$ cat config.mk
export PLATFORM = sky130hd
export DESIGN_NAME = srs_device_flat
export DESIGN_NICKNAME = d
export VERILOG_FILES = /design/src/core/srs_pkg.sv /design/src/core/srs_if.sv /design/src/core/srs_device.sv /design/src/core/srs_sync.sv /design/src/flat_wrapper.sv
export SDC_FILE = /design/constraint.sdc
export NUM_CORES = 1
export LEC_CHECK = 0
export BUFFER_PORTS_ARGS = -buffer_cell sky130_fd_sc_hd__buf_2
export CAP_MARGIN = 30
export CORE_MARGIN = 2
export CORE_UTILIZATION = 55
export CTS_BUF_LIST = sky130_fd_sc_hd__clkbuf_4
export CTS_CLUSTER_SIZE = 28
export DETAILED_ROUTE_END_ITERATION = 7
export GPL_ROUTABILITY_DRIVEN = 1
export PLACE_DENSITY = 0.88
export SYNTH_ARGS = -nofsm -noshare
export SYNTH_HDL_FRONTEND = slang
export SYNTH_HIERARCHICAL = 1
export SYNTH_SLANG_ARGS = --single-unit
$ cat constraint.sdc
create_clock -name sys_clk_i -period 1.6 [get_ports sys_clk_i]
set_input_delay 0 -clock sys_clk_i [delete_from_list [all_inputs] [get_ports sys_clk_i]]
set_output_delay 0 -clock sys_clk_i [all_outputs]
set_load 0.01 [all_outputs]
$ cat src/core/srs_pkg.sv
// constants, types and field layout shared by both ends of the serial link
// assumes a 200 MHz system clock on both ends and a 16-bit lsb-first frame
package srs_pkg;

	//******************************************************************
	// frame layout
	//******************************************************************
	localparam int FRAME_BITS = 16;   // bits in one frame
	localparam int RW_POS     = 0;    // read_write_bit position
	localparam int ADDR_LSB   = 1;    // address low bit
	localparam int ADDR_MSB   = 7;    // address high bit
	localparam int DATA_LSB   = 8;    // register_data_field low bit
	localparam int DATA_MSB   = 15;   // register_data_field high bit
	localparam int CNT_W      = 5;    // bit counter width

	typedef logic [15:0] srs_frame_t; // one frame
	typedef logic [6:0]  srs_addr_t;  // register address
	typedef logic [7:0]  srs_data_t;  // register content

	//******************************************************************
	// register addresses of the device answers (plain defaults)
	//******************************************************************
	localparam srs_addr_t ADDR_OP_STATUS   = 7'h01; // operating status
	localparam srs_addr_t ADDR_WD_STATUS   = 7'h02; // func watchdog status
	localparam srs_addr_t ADDR_MAIN_DIAG   = 7'h03; // main diagnosis
	localparam srs_addr_t ADDR_COMM_DIAG   = 7'h04; // comm diagnosis
	localparam int        COMM_FRAME_ERROR_FLAG_POS        = 0;     // error flag in comm diag

	//******************************************************************
	// host register map on apb (byte offsets)
	//******************************************************************
	localparam logic [11:0] OFS_CTRL   = 12'h000; // w: frame, go
	localparam logic [11:0] OFS_STATUS = 12'h004; // r: busy, flag
	localparam logic [11:0] OFS_RX     = 12'h008; // r: last response
	localparam logic [11:0] OFS_CFG    = 12'h00c; // rw: bit count
	localparam logic [4:0]  CFG_RESET  = 5'h10;   // default bit count
	localparam int          GO_POS     = 16;      // go bit in ctrl

	// link clock half period: a reload of 20 gives 21 system cycles, keeping the link under 5 MHz
	localparam int LINK_HALF_NS  = 100;
	localparam int SYS_PERIOD_NS = 5;
	localparam int HALF_CYC      = LINK_HALF_NS / SYS_PERIOD_NS;

	// bit of the frame to use for a given position (lsb first)
	function automatic logic frame_bit(input srs_frame_t f,
		input logic [4:0] idx);
		frame_bit = f[idx[3:0]];
	endfunction : frame_bit

endpackage : srs_pkg

$ cat src/core/srs_if.sv
// serial link between host controller and register slave
// resolves the data-out wire from its enable inside this interface
`timescale 1ns/1ps
`default_nettype none
interface srs_if;
	logic chip_select_low;   // frame select, low active
	logic serial_clock_pin;  // link clock from host
	logic serial_in_pin;     // host to device data
	logic sdo_o;             // device to host data value
	logic sdo_oe_n;          // low while device drives data out
	logic sdo_line;          // resolved level seen by host

	// no pull on this wire: while released it shows the inverse of the
	// last driven value, so a host that reads a released line is caught
	assign sdo_line = sdo_oe_n ? ~sdo_o : sdo_o;

	modport device (
		input  chip_select_low, serial_clock_pin, serial_in_pin,
		output sdo_o, sdo_oe_n
	);
	modport host (
		output chip_select_low, serial_clock_pin, serial_in_pin,
		input  sdo_line
	);
endinterface : srs_if
`default_nettype wire

$ cat src/core/srs_device.sv
// register-access serial slave: device end of the link
// assumes register contents arrive on plain ports from the rest of chip
//
// The implementer's own choices: register access over APB and the register addresses.
`timescale 1ns/1ps
`default_nettype none
module srs_device (
	// clock and reset
	input  wire logic          sys_clk_i,
	input  wire logic          reset_n_i,
	// chip resets
	input  wire logic          por_active_i,   // power-on reset active
	input  wire logic          wd_reset_i,     // watchdog reset active
	// diagnosis inputs
	input  wire logic          central_failure_bit_i,
	input  wire logic          central_overtemp_bit_i,
	// register file access
	output srs_pkg::srs_addr_t reg_addr_o,     // address under test
	input  wire logic          reg_readable_i, // address may be read
	input  wire logic          reg_writable_i, // address may be written
	input  wire srs_pkg::srs_data_t reg_rdata_i, // content at reg_addr_o
	output logic               reg_we_o,       // one-cycle write pulse
	output srs_pkg::srs_data_t reg_wdata_o,
	output logic               comm_frame_error_flag_o,
	input  wire logic          comm_frame_error_clr_i,
	// link
	srs_if.device              link
);
	import srs_pkg::*;

	typedef enum logic [1:0] {ST_IDLE, ST_LOOK, ST_DONE} srs_dev_e;

	typedef struct packed {
		srs_dev_e    st;       // evaluation step
		logic        cs_d;     // previous chip select level
		logic        clk_d;    // previous link clock level
		logic [4:0]  cnt;      // clocked bits this frame
		srs_frame_t  rx;       // shifted-in frame
		srs_frame_t  tx;       // response being shifted out
		srs_frame_t  resp;     // response for next frame
		logic        started;  // a rising edge occurred this frame
		logic        sdo;      // output bit
		logic        oe_n;     // output enable, low drives
		logic        wd_d;     // watchdog reset seen last cycle
		logic        we;       // write strobe
		srs_data_t   wdata;    // write data
		logic        comm_frame_error_flag;    // frame error flag
	} srs_dev_s;

	srs_dev_s  r_reg;
	srs_dev_s  r_next;
	logic      cs_s;
	logic      clk_s;
	logic      din_s;
	logic      flag;

	//******************************************************************
	// pin synchronisers
	//******************************************************************
	// chip select idles high: a low start would fake a select edge
	srs_sync #(.RESET_LEVEL(1'b1)) u_cs (.sys_clk_i(sys_clk_i),
		.reset_n_i(reset_n_i),
		.async_i(link.chip_select_low), .level_o(cs_s));
	srs_sync u_ck (.sys_clk_i(sys_clk_i), .reset_n_i(reset_n_i),
		.async_i(link.serial_clock_pin), .level_o(clk_s));
	srs_sync u_di (.sys_clk_i(sys_clk_i), .reset_n_i(reset_n_i),
		.async_i(link.serial_in_pin), .level_o(din_s));

	// status flag shown before first clock
	assign flag = central_failure_bit_i | central_overtemp_bit_i;

	//******************************************************************
	// frame engine
	//******************************************************************
	always_comb begin
		r_next       = r_reg;
		r_next.cs_d  = cs_s;
		r_next.clk_d = clk_s;
		r_next.wd_d  = wd_reset_i;
		r_next.we    = 1'b0;
		// watchdog reset release selects next answer
		if (r_reg.wd_d && !wd_reset_i) begin
			r_next.resp = {8'h00, ADDR_WD_STATUS, 1'b0};
		end
		if (comm_frame_error_clr_i) begin
			r_next.comm_frame_error_flag = 1'b0;
		end
		// chip select falling: load response, show flag
		if (r_reg.cs_d && !cs_s) begin
			r_next.cnt     = '0;
			r_next.started = 1'b0;
			r_next.tx      = r_reg.resp;
			r_next.sdo     = flag;
		end
		if (!cs_s) begin
			// rising link clock: shift next output bit, lsb first
			if (!r_reg.clk_d && clk_s) begin
				r_next.sdo     = r_reg.started ? r_reg.tx[1] : r_reg.tx[0];
				if (r_reg.started) begin
					r_next.tx = {1'b0, r_reg.tx[15:1]};
				end
				r_next.started = 1'b1;
			end
			// falling link clock: sample input, count bits
			if (r_reg.clk_d && !clk_s) begin
				r_next.rx = {din_s, r_reg.rx[15:1]};
				if (r_reg.cnt != 5'h1f) begin
					r_next.cnt = r_reg.cnt + 5'h01;
				end
			end
		end
		if (wd_reset_i) begin
			r_next.sdo = flag;
		end
		r_next.oe_n = por_active_i;
		// chip select rising ends the frame
		unique case (r_reg.st)
			ST_IDLE: begin
				if (!r_reg.cs_d && cs_s && !wd_reset_i && !por_active_i) begin
					if (r_reg.cnt == 5'(FRAME_BITS)) begin
						r_next.st = ST_LOOK;
					end else begin
						r_next.comm_frame_error_flag = 1'b1;
						r_next.resp  = {8'h00, ADDR_MAIN_DIAG, 1'b0};
					end
				end
			end
			ST_LOOK: begin
				// address presented, permission sampled
				if (r_reg.rx[RW_POS] && reg_writable_i) begin
					r_next.we    = 1'b1;
					r_next.wdata = r_reg.rx[DATA_MSB:DATA_LSB];
					r_next.st    = ST_DONE;
				end else if (!r_reg.rx[RW_POS] && reg_readable_i) begin
					r_next.resp = {reg_rdata_i, r_reg.rx[7:0]};
					r_next.st   = ST_IDLE;
				end else begin
					// wrong direction or unknown address: no access, answer carries zero data
					r_next.resp = {8'h00, r_reg.rx[7:0]};
					r_next.st   = ST_IDLE;
				end
			end
			ST_DONE: begin
				// wait out the write pulse: the register file takes it
				// on the same edge, so its content is new only after it
				if (!r_reg.we) begin
					r_next.resp = {reg_rdata_i, r_reg.rx[7:0]};
					r_next.st   = ST_IDLE;
				end
			end
			default: begin
				// unused code: fall back to idle
				r_next.st = ST_IDLE;
			end
		endcase
	end

	// state register; power-on reset preloads operating status answer
	always_ff @(posedge sys_clk_i or negedge reset_n_i) begin
		if (!reset_n_i) begin
			r_reg      <= '0;
			r_reg.cs_d <= 1'b1;
			r_reg.oe_n <= 1'b1;
			r_reg.resp <= {8'h00, ADDR_OP_STATUS, 1'b0};
		end else if (por_active_i) begin
			r_reg      <= '0;
			r_reg.cs_d <= 1'b1;
			r_reg.oe_n <= 1'b1;
			r_reg.resp <= {8'h00, ADDR_OP_STATUS, 1'b0};
		end else begin
			r_reg <= r_next;
		end
	end

	assign reg_addr_o = r_reg.rx[ADDR_MSB:ADDR_LSB];
	assign reg_we_o   = r_reg.we;
	assign reg_wdata_o = r_reg.wdata;
	assign comm_frame_error_flag_o = r_reg.comm_frame_error_flag;
	assign link.sdo_o    = r_reg.sdo;
	assign link.sdo_oe_n = r_reg.oe_n;
endmodule : srs_device
`default_nettype wire

$ cat src/core/srs_sync.sv
// three-stage synchroniser with agreement filter
// assumes the input is asynchronous to sys_clk_i
`timescale 1ns/1ps
`default_nettype none
module srs_sync #(
	// level that the stages and the output start from
	parameter logic RESET_LEVEL = 1'b0
) (
	// clock and reset
	input  wire logic sys_clk_i,
	input  wire logic reset_n_i,
	// async level in, filtered level out
	input  wire logic async_i,
	output logic      level_o
);
	import srs_pkg::*;

	typedef struct packed {
		logic [2:0] stage; // stage[0] feeds only stage[1]
		logic       level; // accepted level
	} srs_sync_s;

	srs_sync_s s_reg;
	srs_sync_s s_next;

	// shift and accept when last two stages agree
	always_comb begin
		s_next       = s_reg;
		s_next.stage = {s_reg.stage[1:0], async_i};
		if (s_reg.stage[1] == s_reg.stage[2]) begin
			s_next.level = s_reg.stage[2];
		end
	end

	// state register
	always_ff @(posedge sys_clk_i or negedge reset_n_i) begin
		if (!reset_n_i) begin
			// start at the pin's idle level so reset makes no false edge
			s_reg.stage <= {3{RESET_LEVEL}};
			s_reg.level <= RESET_LEVEL;
		end else begin
			s_reg <= s_next;
		end
	end

	assign level_o = s_reg.level;
endmodule : srs_sync
`default_nettype wire

$ cat src/flat_wrapper.sv
// flat-port wrapper written by rule: the top's interface ports become plain ports
module srs_device_flat import srs_pkg::*;
  (sys_clk_i, reset_n_i, por_active_i, wd_reset_i, central_failure_bit_i, central_overtemp_bit_i, reg_addr_o, reg_readable_i, reg_writable_i, reg_rdata_i, reg_we_o, reg_wdata_o, comm_frame_error_flag_o, comm_frame_error_clr_i, link_chip_select_low, link_serial_clock_pin, link_serial_in_pin, link_sdo_o, link_sdo_oe_n);
  srs_if link_i ();
  input  wire logic sys_clk_i;
  input  wire logic reset_n_i;
  input  wire logic por_active_i;
  input  wire logic wd_reset_i;
  input  wire logic central_failure_bit_i;
  input  wire logic central_overtemp_bit_i;
  output srs_pkg::srs_addr_t reg_addr_o;
  input  wire logic reg_readable_i;
  input  wire logic reg_writable_i;
  input  wire srs_pkg::srs_data_t reg_rdata_i;
  output logic reg_we_o;
  output srs_pkg::srs_data_t reg_wdata_o;
  output logic comm_frame_error_flag_o;
  input  wire logic comm_frame_error_clr_i;
  input wire logic [$bits(link_i.chip_select_low)-1:0] link_chip_select_low;
  input wire logic [$bits(link_i.serial_clock_pin)-1:0] link_serial_clock_pin;
  input wire logic [$bits(link_i.serial_in_pin)-1:0] link_serial_in_pin;
  output wire logic [$bits(link_i.sdo_o)-1:0] link_sdo_o;
  output wire logic [$bits(link_i.sdo_oe_n)-1:0] link_sdo_oe_n;
  assign link_i.chip_select_low = link_chip_select_low;
  assign link_i.serial_clock_pin = link_serial_clock_pin;
  assign link_i.serial_in_pin = link_serial_in_pin;
  assign link_sdo_o = link_i.sdo_o;
  assign link_sdo_oe_n = link_i.sdo_oe_n;
  srs_device u_core (.sys_clk_i(sys_clk_i), .reset_n_i(reset_n_i), .por_active_i(por_active_i), .wd_reset_i(wd_reset_i), .central_failure_bit_i(central_failure_bit_i), .central_overtemp_bit_i(central_overtemp_bit_i), .reg_addr_o(reg_addr_o), .reg_readable_i(reg_readable_i), .reg_writable_i(reg_writable_i), .reg_rdata_i(reg_rdata_i), .reg_we_o(reg_we_o), .reg_wdata_o(reg_wdata_o), .comm_frame_error_flag_o(comm_frame_error_flag_o), .comm_frame_error_clr_i(comm_frame_error_clr_i), .link(link_i));
endmodule
==> impl_metrics.toml, run 1 <==
[run_status]
status = "finished with violations"
failed_checks = "setup timing"

[pwr]
pwr_density_cell_mw_per_mm2 = 864.3
finalPower_w = 0.003965
p_int_w = 0.002968
p_seq_share_pct = 55.2
sw_frac_of_total_pct = 25.16
p_sw_w = 0.0009977
vdd_drop_max_mv = 0.5326
power_frac_comb_pct = 9.7
clkPwrFrac_pct = 35.1
p_leak_nw = 1.993

[route]
drtIter0Drc = 449
viasPerCell = 6.169
wirelength_um = 9411
postRouteAntennaNets = 0
via_count = 3282
firstDrtPassIters = 6
wire_per_inst_um = 17.69
drc = 0

[logic_synthesis]
syn_nets = 420
synth_ff_type = "dfrtp_1"
synth_cell_type_count = 44
ys_seq_area_share_pct = 55.05
yosysTopAreaCellShare_pct = 50.20
synth_top_cell_by_area = "dfrtp_1"
ys_seq_elements = 83
synth_area_leaders = "dfrtp_1 (50%), nand2_1 (10%), dfstp_2 (4.9%), a21oi_1 (4.6%), a311oi_1 (3.5%)"
synth_cells = 397
synth_edf_count = 0
yosysWarningCount = 6
async_flop_share_pct = 100.0
avgSynthCellArea_um2 = 9.543
syn_area_mm2 = 0.003789

[setup_path]
path_cells = "ha_2 > and3_4 > ha_4 > buf_6 > nor4bb_4 > nand2b_1 > o41ai_2"
max_stage_delay_ns = 0.44
critPathMaxFanout = 3
critPathLaunchType = "register"
crit_start = "u_core/r_reg[62]$_DFF_PN0_"
crit_type = "register to register"
critPathRequiredTime_ns = 1.94
critPathArrivalTime_ns = 2.01
slowest_stage = "dfrtp_1"
endpoint_kind = "register"
worst_r2r_startpoint = "u_core/r_reg[62]$_DFF_PN0_"

[min_path]
hold_class = "input pin to async pin"

[sta]
worst_slew_pin_slew_ns = 0.5383
slew_headroom_pct = 64.11
fin_crit_sh_pct = 104.0
max_freq_mhz = 601.2
hold_violations = 0
rsz0062_at_grt = "yes"
fin_crit_ns = 1.663
final-max-slew-violation-count = 0
fin_skew_ns = 0.01992
worst_slack_ns = -0.06346
setup_viol = 4

[cells_and_area]
layout-drive-gt1-share_pct = 26.11
multi_input_area_mm2 = 0.001595
fin_nets = 470
n_antenna_cell = 0
area_delta_synth_final_pct = 21.10
largest_reg_flops = 52
nFillCells = 445
fin_area_mm2 = 0.004588
seq_area_mm2 = 0.002086

[floorplanning]
core_area_mm2 = 0.006719
die_area_mm2 = 0.007568
die_y_um = 87.00
io_pins = 39
die_x_um = 87.00
rows = 30
start_util_pct = 56.39

[placement]
hpwlAfterDp_um = 5472
gp_congestion = 0.8132
place_area_mm2 = 0.004029
port_buffers = 38

[cts]
cts_max_level = 3
cts_root_buffer = "clkbuf_4"
clock-sinks = 83
clock_latency_ns = 0.44
path_clk_slew_ns = 0.14
cts_tree = "yes"
clock_path_buffers = 2
cts-buffers-inserted = 9

[global_route]
antenna_found_initial = 0
grt_usage_pct = 25.76
grt_max_degree = 52
grt_pass1_vias = 3109
grt_overflow = 0
grt_pass1_wl_um = 14950

[flow_run]
maxCapViolCount = 0
==> power by group through the flow <==
stage	Sequential (W)	Combinational, W	Clock [W]
5_1_grt	0.00219	0.000418	0.00148
2_1_floorplan	0.00222	0.000153	0
6_report	0.00219	0.000383	0.00139
3_3_place_gp	0.00222	0.000293	0
4_1_cts	0.00218	0.000349	0.00140
3_5_place_dp	0.00222	0.000303	0
==> final timing paths <==
check                                              endpoint  slack, ns  cells after the start
hold / removal             u_core/reg_addr_o[1]$_DFFE_PN0P_       0.01                      2
setup reg to reg                 u_core/r_reg[63]$_DFF_PN0_      -0.06                      7
min in group sys_clk_i            u_core/reg_we_o$_DFF_PN0_       0.04                      4
hold reg to reg             u_core/u_cs/s_next[3]$_DFF_PN1_       0.37                      0
setup / recovery                 u_core/r_reg[63]$_DFF_PN0_      -0.06                      7
max in group asynchronous    u_core/link.sdo_oe_n$_DFF_PN1_       0.92                      3
==> per-layer routing <==
layer,up-vias,share of wire [%],GRT usage [%]
met2,172,49,41.43
met5,-,0,0
met4,0,4.7,11.08
li1,1472,-,-
met1,1593,40,33.42
met3,45,6.8,6.256
==> final cells by class <==
cell class	count	share of cell area, %
clock buffers	10	1.636
clock inverters	6	1.936
inverters	5	0.4091
multi-input cells	267	34.77
flip-flops and latches	83	45.46
well taps	80	2.182
repair buffers	81	13.61
==> worst max-delay path: cells and delay by family (launching register included) <==
family	cells	cell delay, ns
adder cells (fa/ha/maj)	2	0.35
AND/OR/NAND/NOR	3	0.58
buffers and inverters	1	0.13
AO/OA/AOI/OAI	1	0.07
flip-flops	1	0.44
==> synthesized netlist by cell type (5+ instances only) <==
master / n
nand2_1: 102
dfrtp_1: 76
a21oi_1: 35
nor2_1: 18
clkbuf_1: 17
nand3_1: 16
a311oi_1: 15
buf_4: 15
a31oi_1: 12
nand4_1: 12
buf_2: 8
nand2b_1: 8
dfstp_2: 7
inv_1: 5
==> kinds of logic after synthesis <==
kind of cell               Yosys count  share of synthesized area (%)
xor gates and xnor gates             1                         0.2312
and+or+nand+nor                    180                          22.26
buffers and inverters               48                          6.902
DFF                                 83                          55.05
adders and majority gates            6                          1.882
AOI/OAI and AO/OA                   76                          12.88
muxes                                3                         0.7926
==> cells in the final DEF, fill, tap and decap left out, types with 7 or more instances in the layout <==
master and instances:
nand2b_1 8, nand3_1 15, nor2_1 17, dfstp_2 7, dfrtp_1 76, clkbuf_4 10
buf_4 20, a21oi_1 31, a31oi_1 12, buf_2 37, nand4_1 12, nand2_1 100
dlygate4sd3_1 17, a311oi_1 15
==> repair_timing <==
action,CTS,global route
gates resized for setup,9,22
hold buffers,17,0
pin swaps,3,12
gates cloned,1,1
hold endpoints to repair,95,0
setup endpoints to repair,19,44
setup buffers,5,1
==> stage by stage <==
step	std cells	TNS, ns	worst slack (ns)	hold slack (ns)	utilization (%)
after CTS	530	-0.07536	-0.03529	0.01295	66.35
after detailed placement	491	-0.2501	-0.08285	-0.03857	59.96
final	532	-0.1233	-0.06346	0.01316	68.29
after global placement	491	0	0.007234	-0.04248	59.96
after floorplan	397	-0.03808	-0.003828	-0.2956	-
after global routing	532	-0.4888	-0.09268	0.05605	68.29
(Power assumes the default switching activity.)
==> run 2: changes to the inputs <==
--- a/config.mk
+++ b/config.mk
@@ -14,6 +14,7 @@
 export DETAILED_ROUTE_END_ITERATION = 7
 export GPL_ROUTABILITY_DRIVEN = 1
 export PLACE_DENSITY = 0.88
+export SKIP_CTS_REPAIR_TIMING = 1
 export SYNTH_ARGS = -nofsm -noshare
 export SYNTH_HDL_FRONTEND = slang
 export SYNTH_HIERARCHICAL = 1
==> run 2 against run 1 <==
  * The flow still finishes with violations (setup timing)
  * Worst setup slack got worse by 0.090 ns
  * Critical path depth unchanged
  * Fmax decreased by 5.1%
  * Non-clock buffer count decreased by 3
  * Cell area decreased by 0.55%
  * First-iteration DRC count decreased by 20%
  * Critical path type unchanged
  * Largest cell class unchanged
==> impl_metrics.toml, run 2 (synthesized netlist as in run 1, its figures left out) <==
[sta]
setup_viol = 5
rsz0062_at_grt = "yes"
fin_crit_ns = 1.754
slew_headroom_pct = 63.39
fin_crit_sh_pct = 109.6
worst_slack_ns = -0.1535
final-max-slew-violation-count = 0
setup_tns_ns = -0.2934
hold_ws_ns = 0.02005
max_freq_mhz = 570.3
hold_violations = 0
worst_slew_pin_slew_ns = 0.5492
fin_skew_ns = 0.01564

[placement]
gp_congestion = 0.8132
port_buffers = 38
hpwlAfterDp_um = 5472
pre_cts_slack_ns = -0.08285

[floorplanning]
io_pins = 39
start_util_pct = 56.39
die_y_um = 87.00
rows = 30
core_area_mm2 = 0.006719
die_area_mm2 = 0.007568
die_x_um = 87.00

[setup_path]
critPathRequiredTime_ns = 1.94
crit_end = "u_core/r_reg[63]$_DFF_PN0_"
crit_start = "u_core/r_reg[62]$_DFF_PN0_"
path_cells = "ha_2 > and3_4 > ha_4 > buf_6 > nor4bb_4 > nand2b_1 > o41ai_2"
max_stage_delay_ns = 0.45
slowest_stage = "dfrtp_1"
critPathMaxFanout = 4
endpoint_kind = "register"
critPathLaunchType = "register"
worstReg2RegEnd = "u_core/r_reg[63]$_DFF_PN0_"
rrSetupSlack_ns = -0.15
critPathArrivalTime_ns = 2.09
crit_type = "register to register"
reg2reg_depth = 7
worst_r2r_startpoint = "u_core/r_reg[62]$_DFF_PN0_"

[cts]
clock_latency_ns = 0.44
cts-buffers-inserted = 9
path_clk_slew_ns = 0.14
clock_path_buffers = 2
cts_tree = "yes"
clock-sinks = 83
cts_max_level = 3
cts_root_buffer = "clkbuf_4"

[route]
viasPerCell = 6.208
drtIter0Drc = 361
via_count = 3284
drc = 0
firstDrtPassIters = 5
wirelength_um = 9895
wire_per_inst_um = 18.71
postRouteAntennaNets = 0

[cells_and_area]
layout_common_cells = "nand2_1 (100), dfrtp_1 (76), buf_2 (37)"
largest_reg_flops = 52
n_antenna_cell = 0
final_common_cell = "nand2_1"
utilization_pct = 67.91
fin_nets = 467
area_delta_synth_final_pct = 20.44
layout-drive-gt1-share_pct = 25.61

[min_path]
hold_class = "input pin to async pin"

[run_status]
status = "finished with violations"
failed_checks = "setup timing"

[global_route]
grt_pass1_vias = 2912
antenna_found_initial = 0
grt_max_degree = 52
grt_pass1_wl_um = 13860
grt_usage_pct = 23.78
grt_overflow = 0

[pwr]
pwr_density_cell_mw_per_mm2 = 869.8
p_leak_nw = 1.979
vdd_drop_max_mv = 0.5285

[flow_run]
maxCapViolCount = 0
[run 2: per-layer routing]
| metal | wire [um] | share of wire, % | global-route usage (%) | vias up |
|---|---|---|---|---|
| met4 | 448 | 4.5 | 9.375 | 0 |
| met2 | 4914 | 50 | 37.75 | 184 |
| li1 | - | - | - | 1461 |
| met3 | 706 | 7.1 | 6.351 | 35 |
| met5 | 0 | 0 | 0 | - |
| met1 | 3825 | 39 | 31.31 | 1604 |
[run 2: worst min path at each step]
stage | startpoint | endpoint | slack (ns) | cells past startpoint
finish | reset_n_i | u_core/u_di/s_next[2]$_DFF_PN0_ | 0.02 | 2
global route | reset_n_i | u_core/r_reg[61]$_DFFE_PN0P_ | 0.05 | 2
CTS | reset_n_i | u_core/reg_addr_o[1]$_DFFE_PN0P_ | -0.53 | 1
detailed placement | reset_n_i | u_core/u_di/level_o$_DFFE_PN0N_ | -0.04 | 1
global placement | reset_n_i | u_core/reg_addr_o[1]$_DFFE_PN0P_ | -0.04 | 1
floorplan | reset_n_i | u_core/comm_frame_error_flag_o$_DFF_PN0_ | -0.30 | 0
[run 2: critical path: cells and delay by family, from the launching register on]
family,cells,cell delay (ns)
AO/OA/AOI/OAI,1,0.07
adder cells (fa/ha/maj),2,0.37
buffers and inverters,1,0.13
flip-flops,1,0.45
AND/OR/NAND/NOR,3,0.64
[run 2: report_power, final]
group	internal [W]	switching (W)	leakage, nW
Sequential	0.00215	0.0000367	1.11
Combinational	0.000157	0.000228	0.784
Clock	0.000654	0.000739	0.0846
[run 2: layout make-up]
type | count | area [um2]
Clock buffer | 10 | 75.07
Clock inverter | 6 | 88.84
Fill cell | 452 | 2156
Inverter | 5 | 18.77
Multi-Input combinational cell | 267 | 1593
Sequential cell | 83 | 2086
Tap cell | 80 | 100.1
Timing Repair Buffer | 78 | 601.8
[run 2: per-stage QoR]
stage	total power [W]	area [um2]	std cells
2_1_floorplan	0.002375	3799	397
5_1_grt	0.004102	4563	529
6_report	0.003969	4563	529
3_5_place_dp	0.002526	4029	491
4_1_cts	0.003894	4193	507
3_3_place_gp	0.002513	4029	491
